--- src/rtl/sar_adc_cfg.svh ---
// Offsets, field positions, reset values and timing counts of the converter control
//
// Behaviour
// - Converter runs only while enable is one
// - Each conversion end loads high and low bytes
// - Justify select picks right or left layout
// - Bits without result data read as zero
// - Eight-bit mode: top eight bits, justify ignored
// - Eight-bit conversion ends two SAR cycles sooner
// - Ten-bit takes 13, eight-bit 11 cycles
// - SAR clock divided down from system clock
// - Five-bit divider holds sysclk over sarclk minus one
// - Start source picks one of six triggers
// - Software busy write launches one conversion
// - Busy high throughout conversion, cleared at end
// - Busy fall sets complete flag, optional interrupt
// - Split timers trigger on low byte overflow
// - Delayed tracking adds three SAR cycles first
// - Without delayed tracking conversion starts at once
// - Internal sources: track whenever enabled and not converting
// - Pin source: track if delayed or pin low
`ifndef SAR_ADC_CFG_SVH
`define SAR_ADC_CFG_SVH

// Register byte offsets on the bus
`define OFS_CONTROL        4'h0
`define OFS_CONFIG         4'h4
`define OFS_RESULT_HIGH    4'h8
`define OFS_RESULT_LOW     4'hC

// Control register field positions
`define CTL_ENABLE_BIT     7
`define CTL_DELAYED_BIT    6
`define CTL_COMPLETE_BIT   5
`define CTL_BUSY_BIT       4
`define CTL_IRQ_EN_BIT     3
`define CTL_SOURCE_MSB     2
`define CTL_SOURCE_LSB     0

// Config register field positions
`define CFG_DIV_MSB        7
`define CFG_DIV_LSB        3
`define CFG_JUSTIFY_BIT    2
`define CFG_EIGHT_BIT      1
`define CFG_GAIN_BIT       0

// Reset values
`define CONTROL_RESET      8'h00
`define CONFIG_RESET       8'hF9
`define RESULT_RESET       8'h00

// Start source encodings
`define SRC_SOFTWARE       3'h0
`define SRC_TIMER0         3'h1
`define SRC_TIMER2         3'h2
`define SRC_TIMER1         3'h3
`define SRC_PIN            3'h4
`define SRC_TIMER3         3'h5

// Timing counts in SAR clock cycles
`define CYC_TEN_BIT        5'h0D
`define CYC_EIGHT_BIT      5'h0B
`define CYC_DELAY_TRACK    5'h03

`endif

--- src/rtl/sar_adc_pkg.sv ---
// Types shared by the converter control design
package sar_adc_pkg;

  // Conversion sequencer states, one-hot
  typedef enum logic [2:0] {
    ST_IDLE    = 3'b001,
    ST_DELAY   = 3'b010,
    ST_CONVERT = 3'b100
  } conv_state_t;

  // Trigger inputs from the on-chip timers
  typedef struct packed {
    logic timer0_ovf;
    logic timer1_ovf;
    logic timer2_ovf;
    logic timer2_low_ovf;
    logic timer2_split;
    logic timer3_ovf;
    logic timer3_low_ovf;
    logic timer3_split;
  } timer_events_t;

  // Decoded config register
  typedef struct packed {
    logic [4:0] divider;
    logic       justify;
    logic       eight_bit;
    logic       gain;
  } conv_config_t;

endpackage : sar_adc_pkg

--- src/rtl/sar_adc_ctrl.sv ---
// Converter control: Avalon-MM registers, triggers, SAR clock, sequencer, result format
`timescale 1ns/1ns
`default_nettype none
`include "sar_adc_cfg.svh"

module sar_adc_ctrl #(
  parameter int RESULT_W = 10,   // Converter resolution
  parameter int DIV_W    = 5     // Divider field width
) (
  input  wire logic                   core_clk,
  input  wire logic                   sys_rst,
  input  wire logic                   clk_en,
  // Avalon-MM slave
  input  wire logic [3:0]             avs_address,
  input  wire logic                   avs_read,
  input  wire logic                   avs_write,
  input  wire logic [3:0]             avs_byteenable,
  input  wire logic [31:0]            avs_writedata,
  output logic      [31:0]            avs_readdata,
  output logic                        avs_waitrequest,
  // Trigger sources
  input  wire sar_adc_pkg::timer_events_t timer_events,
  input  wire logic                   start_pin,
  // Analog core
  input  wire logic [RESULT_W-1:0]    adc_code,
  output logic                        sar_clk,
  output logic                        track,
  output logic                        shutdown,
  output logic                        gain_select,
  output logic                        irq_req
);

  // Elaboration check: the formatting logic is built for ten bits and a five-bit divider
  if (RESULT_W != 10 || DIV_W != 5) begin : g_bad_param
    $error("sar_adc_ctrl supports RESULT_W=10 and DIV_W=5 only");
  end

  // Register read decode, used for the read path
  function automatic logic [7:0] reg_read(input logic [3:0] addr, input logic [7:0] ctl,
                                          input logic [7:0] cfg, input logic [7:0] hi,
                                          input logic [7:0] lo);
    logic [7:0] val;
    val = 8'h00;
    case (addr)
      `OFS_CONTROL:     val = ctl;
      `OFS_CONFIG:      val = cfg;
      `OFS_RESULT_HIGH: val = hi;
      `OFS_RESULT_LOW:  val = lo;
      default:          val = 8'h00;
    endcase
    return val;
  endfunction : reg_read

  // Conversion length for the current width
  function automatic logic [4:0] conv_cycles(input logic eight_bit);
    return eight_bit ? `CYC_EIGHT_BIT : `CYC_TEN_BIT;
  endfunction : conv_cycles

  // Bus handshake state
  logic        waitreq_ff;      // Waitrequest, high until the answer cycle
  logic [31:0] rdata_ff;        // Read data held for the master
  logic        nxt_waitreq;
  logic [31:0] nxt_rdata;

  // Control and config fields
  logic        enable_ff;       // Converter enable
  logic        delayed_ff;      // Delayed tracking mode
  logic        complete_ff;     // Conversion complete flag
  logic        irq_en_ff;       // Interrupt enable
  logic [2:0]  source_ff;       // Start source select
  sar_adc_pkg::conv_config_t cfg_ff;  // Divider, justify, width, gain
  logic [7:0]  res_high_ff;     // Result high byte
  logic [7:0]  res_low_ff;      // Result low byte
  logic        nxt_enable;
  logic        nxt_delayed;
  logic        nxt_complete;
  logic        nxt_irq_en;
  logic [2:0]  nxt_source;
  sar_adc_pkg::conv_config_t nxt_cfg;
  logic [7:0]  nxt_res_high;
  logic [7:0]  nxt_res_low;

  // Sequencer state
  sar_adc_pkg::conv_state_t state_ff;  // Idle, delay or convert
  sar_adc_pkg::conv_state_t nxt_state;
  logic [DIV_W-1:0] div_cnt_ff;  // System clock count inside one SAR cycle
  logic [DIV_W-1:0] nxt_div_cnt;
  logic [4:0]  sar_cnt_ff;       // SAR cycles left in the current phase
  logic [4:0]  nxt_sar_cnt;
  logic        sar_clk_ff;       // SAR clock out
  logic        nxt_sar_clk;
  logic        track_ff;         // Track-and-hold in tracking
  logic        nxt_track;
  logic        shutdown_ff;      // Low power shutdown
  logic        nxt_shutdown;
  logic        irq_ff;           // Interrupt request level
  logic        nxt_irq;

  // Start pin synchroniser and edge history
  logic        pin_meta_ff;      // First stage, read only by the second
  logic        pin_sync_ff;      // Second stage
  logic        pin_prev_ff;      // Previous synchronised level

  // Bus, trigger and sequencer helpers
  logic        bus_req;          // Any request present
  logic        wr_commit;        // Write takes effect this edge
  logic        sw_start;         // Software launch request
  logic        trigger;          // Selected trigger fired
  logic        sar_tick;         // Last system clock of a SAR cycle
  logic        busy;             // Conversion in progress
  logic [7:0]  ctl_view;         // Control register as read
  logic [7:0]  cfg_view;         // Config register as read

  assign bus_req   = avs_read | avs_write;
  assign wr_commit = avs_write & ~waitreq_ff & avs_byteenable[0];
  assign busy      = (state_ff != sar_adc_pkg::ST_IDLE);
  assign sar_tick  = (div_cnt_ff == cfg_ff.divider);

  assign ctl_view = {enable_ff, delayed_ff, complete_ff, busy, irq_en_ff, source_ff};
  assign cfg_view = {cfg_ff.divider, cfg_ff.justify, cfg_ff.eight_bit, cfg_ff.gain};

  // Software start: a written one in the busy bit while the software source applies
  assign sw_start = wr_commit && (avs_address == `OFS_CONTROL)
                    && avs_writedata[`CTL_BUSY_BIT]
                    && (source_ff == `SRC_SOFTWARE);

  // Trigger selection, split timers use their low byte overflow
  always_comb begin
    case (source_ff)
      `SRC_SOFTWARE: trigger = sw_start;
      `SRC_TIMER0:   trigger = timer_events.timer0_ovf;
      `SRC_TIMER2:   trigger = timer_events.timer2_split ? timer_events.timer2_low_ovf
                                                         : timer_events.timer2_ovf;
      `SRC_TIMER1:   trigger = timer_events.timer1_ovf;
      `SRC_PIN:      trigger = pin_sync_ff & ~pin_prev_ff;
      `SRC_TIMER3:   trigger = timer_events.timer3_split ? timer_events.timer3_low_ovf
                                                         : timer_events.timer3_ovf;
      default:       trigger = 1'b0;
    endcase
  end

  // Bus next state: one wait cycle, then the answer cycle
  always_comb begin
    nxt_waitreq = 1'b1;
    nxt_rdata   = rdata_ff;
    if (bus_req && waitreq_ff) begin
      // Accept: answer in the next cycle
      nxt_waitreq = 1'b0;
      nxt_rdata   = {24'h00_0000, reg_read(avs_address, ctl_view, cfg_view,
                                           res_high_ff, res_low_ff)};
    end
  end

  // Register and sequencer next state
  always_comb begin
    nxt_enable   = enable_ff;
    nxt_delayed  = delayed_ff;
    nxt_complete = complete_ff;
    nxt_irq_en   = irq_en_ff;
    nxt_source   = source_ff;
    nxt_cfg      = cfg_ff;
    nxt_res_high = res_high_ff;
    nxt_res_low  = res_low_ff;
    nxt_state    = state_ff;
    nxt_div_cnt  = sar_tick ? '0 : div_cnt_ff + 1'b1;
    nxt_sar_cnt  = sar_cnt_ff;

    // Software writes to the low byte of each register
    if (wr_commit) begin
      case (avs_address)
        `OFS_CONTROL: begin
          nxt_enable   = avs_writedata[`CTL_ENABLE_BIT];
          nxt_delayed  = avs_writedata[`CTL_DELAYED_BIT];
          nxt_complete = avs_writedata[`CTL_COMPLETE_BIT];
          nxt_irq_en   = avs_writedata[`CTL_IRQ_EN_BIT];
          nxt_source   = avs_writedata[`CTL_SOURCE_MSB:`CTL_SOURCE_LSB];
        end
        `OFS_CONFIG: begin
          nxt_cfg.divider   = avs_writedata[`CFG_DIV_MSB:`CFG_DIV_LSB];
          nxt_cfg.justify   = avs_writedata[`CFG_JUSTIFY_BIT];
          nxt_cfg.eight_bit = avs_writedata[`CFG_EIGHT_BIT];
          nxt_cfg.gain      = avs_writedata[`CFG_GAIN_BIT];
        end
        `OFS_RESULT_HIGH: nxt_res_high = avs_writedata[7:0];
        `OFS_RESULT_LOW:  nxt_res_low  = avs_writedata[7:0];
        default: begin
          // Unmapped: write ignored
        end
      endcase
    end

    // Sequencer
    case (state_ff)
      sar_adc_pkg::ST_IDLE: begin
        if (enable_ff && trigger) begin
          nxt_div_cnt = '0;
          if (delayed_ff) begin
            nxt_state   = sar_adc_pkg::ST_DELAY;
            nxt_sar_cnt = `CYC_DELAY_TRACK;
          end else begin
            nxt_state   = sar_adc_pkg::ST_CONVERT;
            nxt_sar_cnt = conv_cycles(cfg_ff.eight_bit);
          end
        end
      end
      sar_adc_pkg::ST_DELAY: begin
        // Extra tracking cycles; new triggers ignored
        if (sar_tick) begin
          if (sar_cnt_ff == 5'h01) begin
            nxt_state   = sar_adc_pkg::ST_CONVERT;
            nxt_sar_cnt = conv_cycles(cfg_ff.eight_bit);
          end else begin
            nxt_sar_cnt = sar_cnt_ff - 5'h01;
          end
        end
      end
      sar_adc_pkg::ST_CONVERT: begin
        if (sar_tick) begin
          if (sar_cnt_ff == 5'h01) begin
            // End of conversion: load bytes, set complete flag
            nxt_state    = sar_adc_pkg::ST_IDLE;
            nxt_complete = 1'b1;
            if (cfg_ff.eight_bit) begin
              nxt_res_high = adc_code[9:2];
              nxt_res_low  = 8'h00;
            end else if (cfg_ff.justify) begin
              nxt_res_high = adc_code[9:2];
              nxt_res_low  = {adc_code[1:0], 6'h00};
            end else begin
              nxt_res_high = {6'h00, adc_code[9:8]};
              nxt_res_low  = adc_code[7:0];
            end
          end else begin
            nxt_sar_cnt = sar_cnt_ff - 5'h01;
          end
        end
      end
      default: nxt_state = sar_adc_pkg::ST_IDLE;
    endcase

    // Disabled converter abandons any conversion
    if (!enable_ff) begin
      nxt_state   = sar_adc_pkg::ST_IDLE;
      nxt_div_cnt = '0;
    end
  end

  // Output next values
  always_comb begin
    nxt_sar_clk = 1'b0;
    nxt_track   = 1'b0;
    if (nxt_state != sar_adc_pkg::ST_IDLE) begin
      // SAR clock high in the first half of each SAR cycle; with a zero divider
      // the SAR cycle is one system clock, so this flopped copy stays low
      nxt_sar_clk = ({1'b0, nxt_div_cnt} < ({1'b0, cfg_ff.divider} + 6'h01) >> 1);
    end
    if (nxt_enable && nxt_state != sar_adc_pkg::ST_CONVERT) begin
      if (nxt_source != `SRC_PIN) begin
        nxt_track = 1'b1;
      end else begin
        nxt_track = nxt_delayed || !pin_sync_ff;
      end
    end
    nxt_irq = nxt_complete & nxt_irq_en;
    nxt_shutdown = ~nxt_enable;
  end

  // Control reset byte; each field takes its own bits
  localparam logic [7:0] CTL_RST = `CONTROL_RESET;

  // Bus handshake registers; clock enable freezes them
  always_ff @(posedge core_clk) begin
    if (sys_rst) begin
      waitreq_ff <= 1'b1;
      rdata_ff   <= 32'h0000_0000;
    end else if (clk_en) begin
      waitreq_ff <= nxt_waitreq;
      rdata_ff   <= nxt_rdata;
    end
  end

  // Register fields and sequencer state
  always_ff @(posedge core_clk) begin
    if (sys_rst) begin
      enable_ff   <= CTL_RST[`CTL_ENABLE_BIT];
      delayed_ff  <= CTL_RST[`CTL_DELAYED_BIT];
      complete_ff <= CTL_RST[`CTL_COMPLETE_BIT];
      irq_en_ff   <= CTL_RST[`CTL_IRQ_EN_BIT];
      source_ff   <= CTL_RST[`CTL_SOURCE_MSB:`CTL_SOURCE_LSB];
      cfg_ff      <= `CONFIG_RESET;
      res_high_ff <= `RESULT_RESET;
      res_low_ff  <= `RESULT_RESET;
      state_ff    <= sar_adc_pkg::ST_IDLE;
      div_cnt_ff  <= '0;
      sar_cnt_ff  <= 5'h00;
    end else if (clk_en) begin
      enable_ff   <= nxt_enable;
      delayed_ff  <= nxt_delayed;
      complete_ff <= nxt_complete;
      irq_en_ff   <= nxt_irq_en;
      source_ff   <= nxt_source;
      cfg_ff      <= nxt_cfg;
      res_high_ff <= nxt_res_high;
      res_low_ff  <= nxt_res_low;
      state_ff    <= nxt_state;
      div_cnt_ff  <= nxt_div_cnt;
      sar_cnt_ff  <= nxt_sar_cnt;
    end
  end

  // Analog-facing outputs and interrupt level
  always_ff @(posedge core_clk) begin
    if (sys_rst) begin
      sar_clk_ff  <= 1'b0;
      track_ff    <= 1'b0;
      shutdown_ff <= 1'b1;
      irq_ff      <= 1'b0;
    end else if (clk_en) begin
      sar_clk_ff  <= nxt_sar_clk;
      track_ff    <= nxt_track;
      shutdown_ff <= nxt_shutdown;
      irq_ff      <= nxt_irq;
    end
  end

  // Start pin synchroniser; only the second stage reads the first
  always_ff @(posedge core_clk) begin
    if (sys_rst) begin
      pin_meta_ff <= 1'b0;
      pin_sync_ff <= 1'b0;
      pin_prev_ff <= 1'b0;
    end else if (clk_en) begin
      pin_meta_ff <= start_pin;
      pin_sync_ff <= pin_meta_ff;
      pin_prev_ff <= pin_sync_ff;
    end
  end

  // Outputs straight from flip-flops
  assign avs_readdata    = rdata_ff;
  assign avs_waitrequest = waitreq_ff;
  assign sar_clk         = sar_clk_ff;
  assign track           = track_ff;
  assign shutdown        = shutdown_ff;
  assign gain_select     = cfg_ff.gain;
  assign irq_req         = irq_ff;

endmodule : sar_adc_ctrl
`default_nettype wire

--- config.mk ---
export PLATFORM = sky130hd
export DESIGN_NAME = sar_adc_ctrl
export DESIGN_NICKNAME = d
export VERILOG_FILES = /design/src/rtl/sar_adc_pkg.sv /design/src/rtl/sar_adc_ctrl.sv
export VERILOG_INCLUDE_DIRS = /design/src /design/src/rtl
export SDC_FILE = /design/constraint.sdc
export NUM_CORES = 1
export LEC_CHECK = 0
export ABC_CLOCK_PERIOD_IN_PS = 3300
export BUFFER_PORTS_ARGS = -buffer_cell sky130_fd_sc_hd__buf_2
export CAP_MARGIN = 10
export CORE_MARGIN = 4
export CORE_UTILIZATION = 53
export CTS_CLUSTER_DIAMETER = 60
export DETAILED_ROUTE_END_ITERATION = 8
export GPL_ROUTABILITY_DRIVEN = 1
export PLACE_DENSITY = 0.8
export SETUP_SLACK_MARGIN = 0.1
export SLEW_MARGIN = 20
export SYNTH_ARGS = -nofsm -noshare
export SYNTH_HDL_FRONTEND = slang
export SYNTH_SLANG_ARGS = --single-unit
export TNS_END_PERCENT = 20
--- constraint.sdc ---
create_clock -name core_clk -period 3.3 [get_ports core_clk]
set_clock_uncertainty 0.2 [all_clocks]
set_input_delay 0.165 -clock core_clk [delete_from_list [all_inputs] [get_ports core_clk]]
set_output_delay 0.165 -clock core_clk [all_outputs]
set_load 0.05 [all_outputs]
==> results.ini, run 1 <==
[cts]
clock_tree.root_cell = clkbuf_8
cts_inserted_buffers = 9
insertion_delay_ns = 0.35
clk_pin_slew_ns = 0.08
cts_max_level = 3
clockBufferDepth = 2
cts_tree = done
clock_sinks = 60

[synthesis]
synth_area_per_cell_um2 = 8.50
synth_most_common_cell = dfxtp_1
netlist_area_um2 = 3770
synth_edf_count = 0
synth_common_cells = dfxtp_1 (60), nor2_1 (43), o21ai_0 (31)
yosysSeqAreaShare_pct = 31.8
synth_area_leader_cell = dfxtp_1
synth_area_leaders = dfxtp_1 (32%), buf_4 (5.0%), mux4_2 (4.8%)
synth_ff_type = dfxtp_1
async_flop_share_pct = 0
synth_top_area_share_pct = 31.8
synth_cells = 444
synth-seq-cells = 60
synth_cell_types = 57
yosysWarnings = 0

[die]
io_pins = 102
design.die.area_um2 = 8530
coreArea_um2 = 6870
rows = 30
die_x_um = 92.4
start_util_pct = 54.9
die_h_um = 92.4

[drt]
routedWlPerCell_um = 16.8
firstDrtPassIters = 5
drt-initial-drc-count = 347
vias = 3603
antenna_left = 0
viasPerCell = 6.02
drc_errors = 0
drt_wl_total_um = 10000

[global_routing]
grt.overflow.total = 0
first_global_vias = 3268
antenna_found_initial = 0
grt_pass1_wl_um = 16100
grt_max_degree = 57
grtUsageTotal_pct = 23.6

[timing]
rsz0062_at_grt = no
slew_viol_final = 0
fin_setup_tns_ns = 0
slew_headroom_pct = 43.6
setup_viol = 0
worst_slew_pin_slew_ns = 0.840
whs_ns = 0.0592
period_needed_ns = 2.91
hold_viol = 0
fin_crit_sh_pct = 88.1
timing.fmax_ghz = 0.344

[worst_setup_path]
critPathMaxStageDelay_ns = 0.33
critPathSlowestCell = dfxtp_2
path_class = flip-flop to flip-flop
r2r_slack_ns = 0.39
cp_max_fo = 6
required_ns = 3.39
crit_chain = and3b_1 -> and3_1 -> a41oi_2 -> a21o_1 -> and3_1 -> ha_1 -> nor2b_1 -> o21ai_0 -> a21oi_1 -> a2111oi_1 -> a31o_2
worstPathArrival_ns = 2.99
endpoint_kind = flip-flop
cp-start-kind = flip-flop
worst_path_most_repeated_cell = and3_1

[flow_run]
drv_cap = 0

[finish]
diodes = 0
drive_gt1_share_pct = 18.9
area_growth_pct = 12.6
final_area_um2 = 4250
nNetsFinal = 570
stdcell_count = 599
fin_util_pct = 61.8

[power_and_ir_drop]
p_int_w = 0.00113
power_density_nw_per_um2 = 376
power_switching_w = 0.000466
switching_share_pct = 29.2
clockPowerShare_pct = 42.5
seqPwrFrac_pct = 45.7
p_comb_share_pct = 11.7
p_leak_nw = 1.73
irDropWorstVdd_mv = 0.182

[run_status]
status = complete, no violations

[placement]
dp_cells = 567
place_hpwl_um = 6600
gp_congestion = 0.936
post_dp_cell_area_um2 = 3880
io_buffers = 50

[min_path]
hold_path_class = input port to flip-flop

==> per-layer routing <==
layer | global-route usage [%] | up-vias | wire length, µm
met4 | 9.41 | 0 | 260
met5 | 0 | - | 0
met2 | 37.2 | 213 | 4650
li1 | - | 1669 | -
met3 | 3.90 | 34 | 963
met1 | 32.2 | 1687 | 4160
==> sequential cells by signal (all words and copies together) (netlist names), 3 cells and up <==
register	flops
state_ff	3
avs_readdata	8
res_high_ff	8
res_low_ff	8
source_ff	3
sar_cnt_ff	5
cfg_ff	7
div_cnt_ff	5
==> worst max-delay path: cells and delay by family, from the launching register on <==
kind / cells / cell delay (ns)
adder cells (fa/ha/maj): 1 / 0.30
flip-flops: 1 / 0.33
AND/OR/NAND/NOR: 4 / 0.84
AO/OA/AOI/OAI: 6 / 1.18
==> timing repair <==
item / CTS / global route
setup buffers: 0 / 0
hold buffers: 16 / 0
resized for setup: 0 / 3
hold endpoints to repair: 25 / 0
endpoints found under the setup margin: 0 / 1
==> through the flow <==
step,power (W),setup slack [ns]
finish,0.00160,0.394
global route,0.00165,0.134
detailed placement,0.000917,0.286
floorplan,0.000897,0.180
CTS,0.00160,0.215
global placement,0.000915,0.311
==> worst paths after layout <==
check	to	start	cells past startpoint
min reg2reg	shutdown$_SDFFE_PP1P_	shutdown$_SDFFE_PP1P_	2
max reg2reg	sar_clk$_SDFFE_PP0P_	avs_waitrequest$_SDFFE_PP1P_	11
max	sar_clk$_SDFFE_PP0P_	avs_waitrequest$_SDFFE_PP1P_	11
min	res_low_ff[0]$_SDFFE_PP0P_	adc_code[0]	3
==> kinds of logic (layout without fill, tap and decap cells) <==
group | after synthesis | in the layout | share of synthesized area, %
flops | 60 | 60 | 31.8
other cells | 1 | 24 | 0.0994
xor+xnor | 12 | 12 | 2.79
buf+inv | 67 | 103 | 12.1
fa+ha+maj | 8 | 8 | 2.65
compound gates | 108 | 108 | 18.8
mux | 27 | 27 | 9.88
simple gates | 161 | 161 | 21.9
==> placed cells by master, fill, tap and decap left out, types with 2 or more instances in the layout <==
master / count
nand2_1: 29
or2_2: 2
inv_1: 14
nand4b_1: 2
o211ai_1: 4
ha_1: 8
dlygate4sd3_1: 16
nor2b_1: 4
conb_1: 24
and3_1: 10
nand4_1: 7
dfxtp_1: 59
a21oi_1: 23
nand3_1: 25
mux2i_1: 17
a22oi_1: 8
mux4_2: 8
nor3_1: 13
o31ai_1: 8
nand2b_1: 10
o21ai_0: 31
o2111a_1: 2
a211oi_1: 2
buf_4: 7
clkinvlp_4: 3
xnor2_1: 8
mux2_2: 2
clkbuf_8: 9
and3b_1: 2
a221oi_1: 6
nor2_1: 43
a31oi_1: 11
nor3b_1: 7
buf_2: 50
xor2_1: 4
==> area by class of cell <==
type	count	area [µm²]
clock buffer	9	124
clock inverter	7	75.1
fill	599	2620
inverter	14	52.6
multi-input combinational	340	2210
sequential	60	1200
tap	96	120
timing repair buffer	73	463
==> power by group through the flow <==
stage / Sequential (W) / Combinational (W) / Clock, W
floorplan: 0.000756 / 0.000141 / 0
global placement: 0.000748 / 0.000167 / 0
detailed placement: 0.000748 / 0.000169 / 0
CTS: 0.000731 / 0.000184 / 0.000681
global route: 0.000732 / 0.000198 / 0.000719
finish: 0.000731 / 0.000188 / 0.000679
Power figures use the tool's default switching activity.
==> run 2, diff against run 1 <==
--- a/config.mk
+++ b/config.mk
@@ -6,15 +6,16 @@
 export SDC_FILE = /design/constraint.sdc
 export NUM_CORES = 1
 export LEC_CHECK = 0
+export ABC_AREA = 1
 export ABC_CLOCK_PERIOD_IN_PS = 3300
 export BUFFER_PORTS_ARGS = -buffer_cell sky130_fd_sc_hd__buf_2
 export CAP_MARGIN = 10
 export CORE_MARGIN = 4
-export CORE_UTILIZATION = 53
+export CORE_UTILIZATION = 54
 export CTS_CLUSTER_DIAMETER = 60
 export DETAILED_ROUTE_END_ITERATION = 8
 export GPL_ROUTABILITY_DRIVEN = 1
-export PLACE_DENSITY = 0.8
+export PLACE_DENSITY = 0.81
 export SETUP_SLACK_MARGIN = 0.1
 export SLEW_MARGIN = 20
 export SYNTH_ARGS = -nofsm -noshare
==> results.ini, run 2 <==
[placement]
gp_congestion = 0.856  ; -8.6%
io_buffers = 50  ; unchanged
place_hpwl_um = 7140  ; +8.2%
dp_slack_ns = 0.725  ; +0.439 ns

[worst_setup_path]
rr_startpoint = avs_waitrequest$_SDFFE_PP1P_
endpoint_kind = flip-flop
r2r_slack_ns = 0.71  ; +0.32 ns
cp-start-kind = flip-flop
cp_max_fo = 7  ; +1
r2r-end = sar_clk$_SDFFE_PP0P_
worstPathArrival_ns = 2.67  ; -0.32 ns
reg2reg_depth = 14  ; +3
required_ns = 3.38  ; about the same
path_class = flip-flop to flip-flop

[min_path]
min_to = res_low_ff[2]$_SDFFE_PP0P_
whs_path_depth = 5  ; +2
worstHoldStart = adc_code[2]
hold_path_class = input port to flip-flop

[drt]
routedWlPerCell_um = 14.0  ; -16%
drc_errors = 0  ; unchanged
drt-initial-drc-count = 332  ; -4.3%
firstDrtPassIters = 5  ; unchanged
drt_wl_total_um = 10100  ; +0.40%
antenna_left = 0  ; unchanged
vias = 3883  ; +7.8%
viasPerCell = 5.41  ; -10%

[synthesis]
yosys.area_share.xor_xnor_pct = 2.43  ; -0.35 points
synth_edf_count = 0  ; unchanged
synthMuxAreaShare_pct = 0  ; -9.9 points
synth_top_family_by_area = compound AO/OA/AOI/OAI gates
yosysSeqAreaShare_pct = 30.7  ; -1.1 points
synth_top_area_share_pct = 30.7  ; -1.1 points
synth-simple-area-share_pct = 24.0  ; +2.2 points
netlist_area_um2 = 3910  ; +3.5%
synth_area_leaders = dfxtp_1 (31%), nand2_1 (12%), o21ai_0 (7.3%)
async_flop_share_pct = 0  ; unchanged
synthAdderAreaFrac_pct = 2.56  ; -0.091 points
synth_area_per_cell_um2 = 6.85  ; -19%
yosysWarnings = 0  ; unchanged
synth_cells = 570  ; +28%
synth_cell_types = 43  ; -25%
synth_ff_type = dfxtp_1
synth_compound_area_share_pct = 24.5  ; +5.7 points
synth-seq-cells = 60  ; unchanged
synth_area_leader_cell = dfxtp_1
synth_most_common_cell = nand2_1
synth_common_cells = nand2_1 (120), inv_1 (67), dfxtp_1 (60)

[die]
rows = 30  ; unchanged
start_util_pct = 56.6  ; +1.6 points
design.die.area_um2 = 8660  ; +1.5%
die_h_um = 93.1  ; +0.74%
die_x_um = 93.1  ; +0.74%
coreArea_um2 = 6910  ; +0.55%
io_pins = 102  ; unchanged

[cts]
post_cts_resize_count = 0  ; unchanged
insertion_delay_ns = 0.35  ; about the same
clockBufferDepth = 2  ; unchanged
clock_sinks = 60  ; unchanged
clock_tree.root_cell = clkbuf_8
clk_pin_slew_ns = 0.07  ; about the same
cts_tree = done
cts_inserted_buffers = 9  ; unchanged
cts_max_level = 3  ; unchanged

[power_and_ir_drop]
power_density_nw_per_um2 = 391  ; +3.9%
irDropWorstVdd_mv = 0.201  ; +10%
total_power_w = 0.00170  ; +6.2%
p_leak_nw = 2.01  ; +16%

[timing]
worst_slew_pin_slew_ns = 0.794  ; -0.0462 ns
fin_setup_tns_ns = 0  ; unchanged
timing.fmax_ghz = 0.386  ; +12%
rsz0062_at_grt = no
setup_viol = 0  ; unchanged
finalWorstSetupSlack_ns = 0.710  ; +0.316 ns
hold_viol = 0  ; unchanged
slew_viol_final = 0  ; unchanged
slew_headroom_pct = 46.7  ; +3.1 points
fin_crit_sh_pct = 78.5  ; -9.6 points
period_needed_ns = 2.59  ; -0.316 ns

[finish]
diodes = 0  ; unchanged
drive_gt1_share_pct = 15.8  ; -3.1 points
nNetsFinal = 690  ; +21%
area_growth_pct = 11.1
layout_common_cells = nand2_1 (120), inv_1 (67), dfxtp_1 (60)
fillers = 643  ; +7.3%
final_common_cell = nand2_1

[global_routing]
grt_max_degree = 45  ; -21%
first_global_vias = 3715  ; +14%
grt.overflow.total = 0  ; unchanged
grt_pass1_wl_um = 16900  ; +4.9%
grtUsageTotal_pct = 24.1  ; +0.47 points
antenna_found_initial = 0  ; unchanged

[run_status]
status = complete, no violations

[flow_run]
drv_cap = 0  ; unchanged

run 2: changes by cell type after synthesis, sizes merged, moves of 11 or more:
| cell | change |
|---|---|
| nand2 | +94 |
| inv | +56 |
| o21ai | +49 |
| a21oi | +33 |
| mux2i | -17 |
| o211ai | +17 |
| a31oi | -11 |
| and3 | -11 |
run 2: how the worst max path moves through the flow:
| stage | startpoint | endpoint | slack [ns] |
|---|---|---|---|
| after floorplan | avs_waitrequest$_SDFFE_PP1P_ | sar_clk$_SDFFE_PP0P_ | 0.78 |
| after global placement | avs_waitrequest$_SDFFE_PP1P_ | sar_clk$_SDFFE_PP0P_ | 0.73 |
| after detailed placement | avs_waitrequest$_SDFFE_PP1P_ | sar_clk$_SDFFE_PP0P_ | 0.73 |
| after CTS | avs_waitrequest$_SDFFE_PP1P_ | sar_clk$_SDFFE_PP0P_ | 0.70 |
| after global routing | avs_waitrequest$_SDFFE_PP1P_ | sar_clk$_SDFFE_PP0P_ | 0.42 |
| final | avs_waitrequest$_SDFFE_PP1P_ | sar_clk$_SDFFE_PP0P_ | 0.71 |
run 2: cell type report:
cell class,count,area (µm²),share of cell area [%]
tap,96,120,2.77
clock buffer,14,183,4.21
multi-input combinational,410,2180,50.3
timing repair buffer,64,375,8.65
inverter,73,274,6.31
sequential,60,1200,27.7
clock inverter,1,5.00,0.115
run 2: metrics by stage:
stage	cells	util [%]	hold WS (ns)	cell area, µm²
4_1_cts	718	62.8	0.00671	4340
6_report	718	62.8	0.0160	4340
2_1_floorplan	593	-	0.0914	3990
3_3_place_gp	695	58.9	0.188	4070
3_5_place_dp	695	58.9	0.196	4070
5_1_grt	718	62.8	0.0509	4340
run 2: worst max-delay path, cell delays in order (launching register included):
cell      delay (ns)
dfxtp_1         0.34
inv_2           0.07
nand3_1         0.20
nor2_4          0.19
nand3_2         0.07
nand3_2         0.10
nand3_2         0.15
nand3_1         0.15
inv_1           0.06
ha_1            0.33
a211oi_1        0.21
nand2_1         0.08
a41oi_1         0.17
nand3_1         0.09
a21oi_1         0.12
run 2: logic make-up (layout without fill, tap and decap cells):
group,count (synthesis),after routing
xor+xnor,10,10
flops,60,60
compound gates,171,171
fa+ha+maj,8,8
buf+inv,123,152
simple gates,197,197
other cells,1,24
run 2: power breakdown:
part	total [W]	internal (W)	switching (W)
logic	0.000287	0.0000802	0.000207
registers	0.000771	0.000748	0.0000234
clock network	0.000640	0.000350	0.000290
total	0.00170	0.00118	0.000520
run 2: what timing repair did:
item	CTS	global route
buffers inserted	0	0
hold buffers	8	0
hold endpoints to repair	8	0
run 2: layer usage:
metal	part of all wire [%]	global-route usage, %	vias up
met5	0	0	-
met4	1.5	8.06	0
met3	6.0	5.63	20
met2	50	41.9	133
met1	42	29.1	1789
li1	-	-	1941
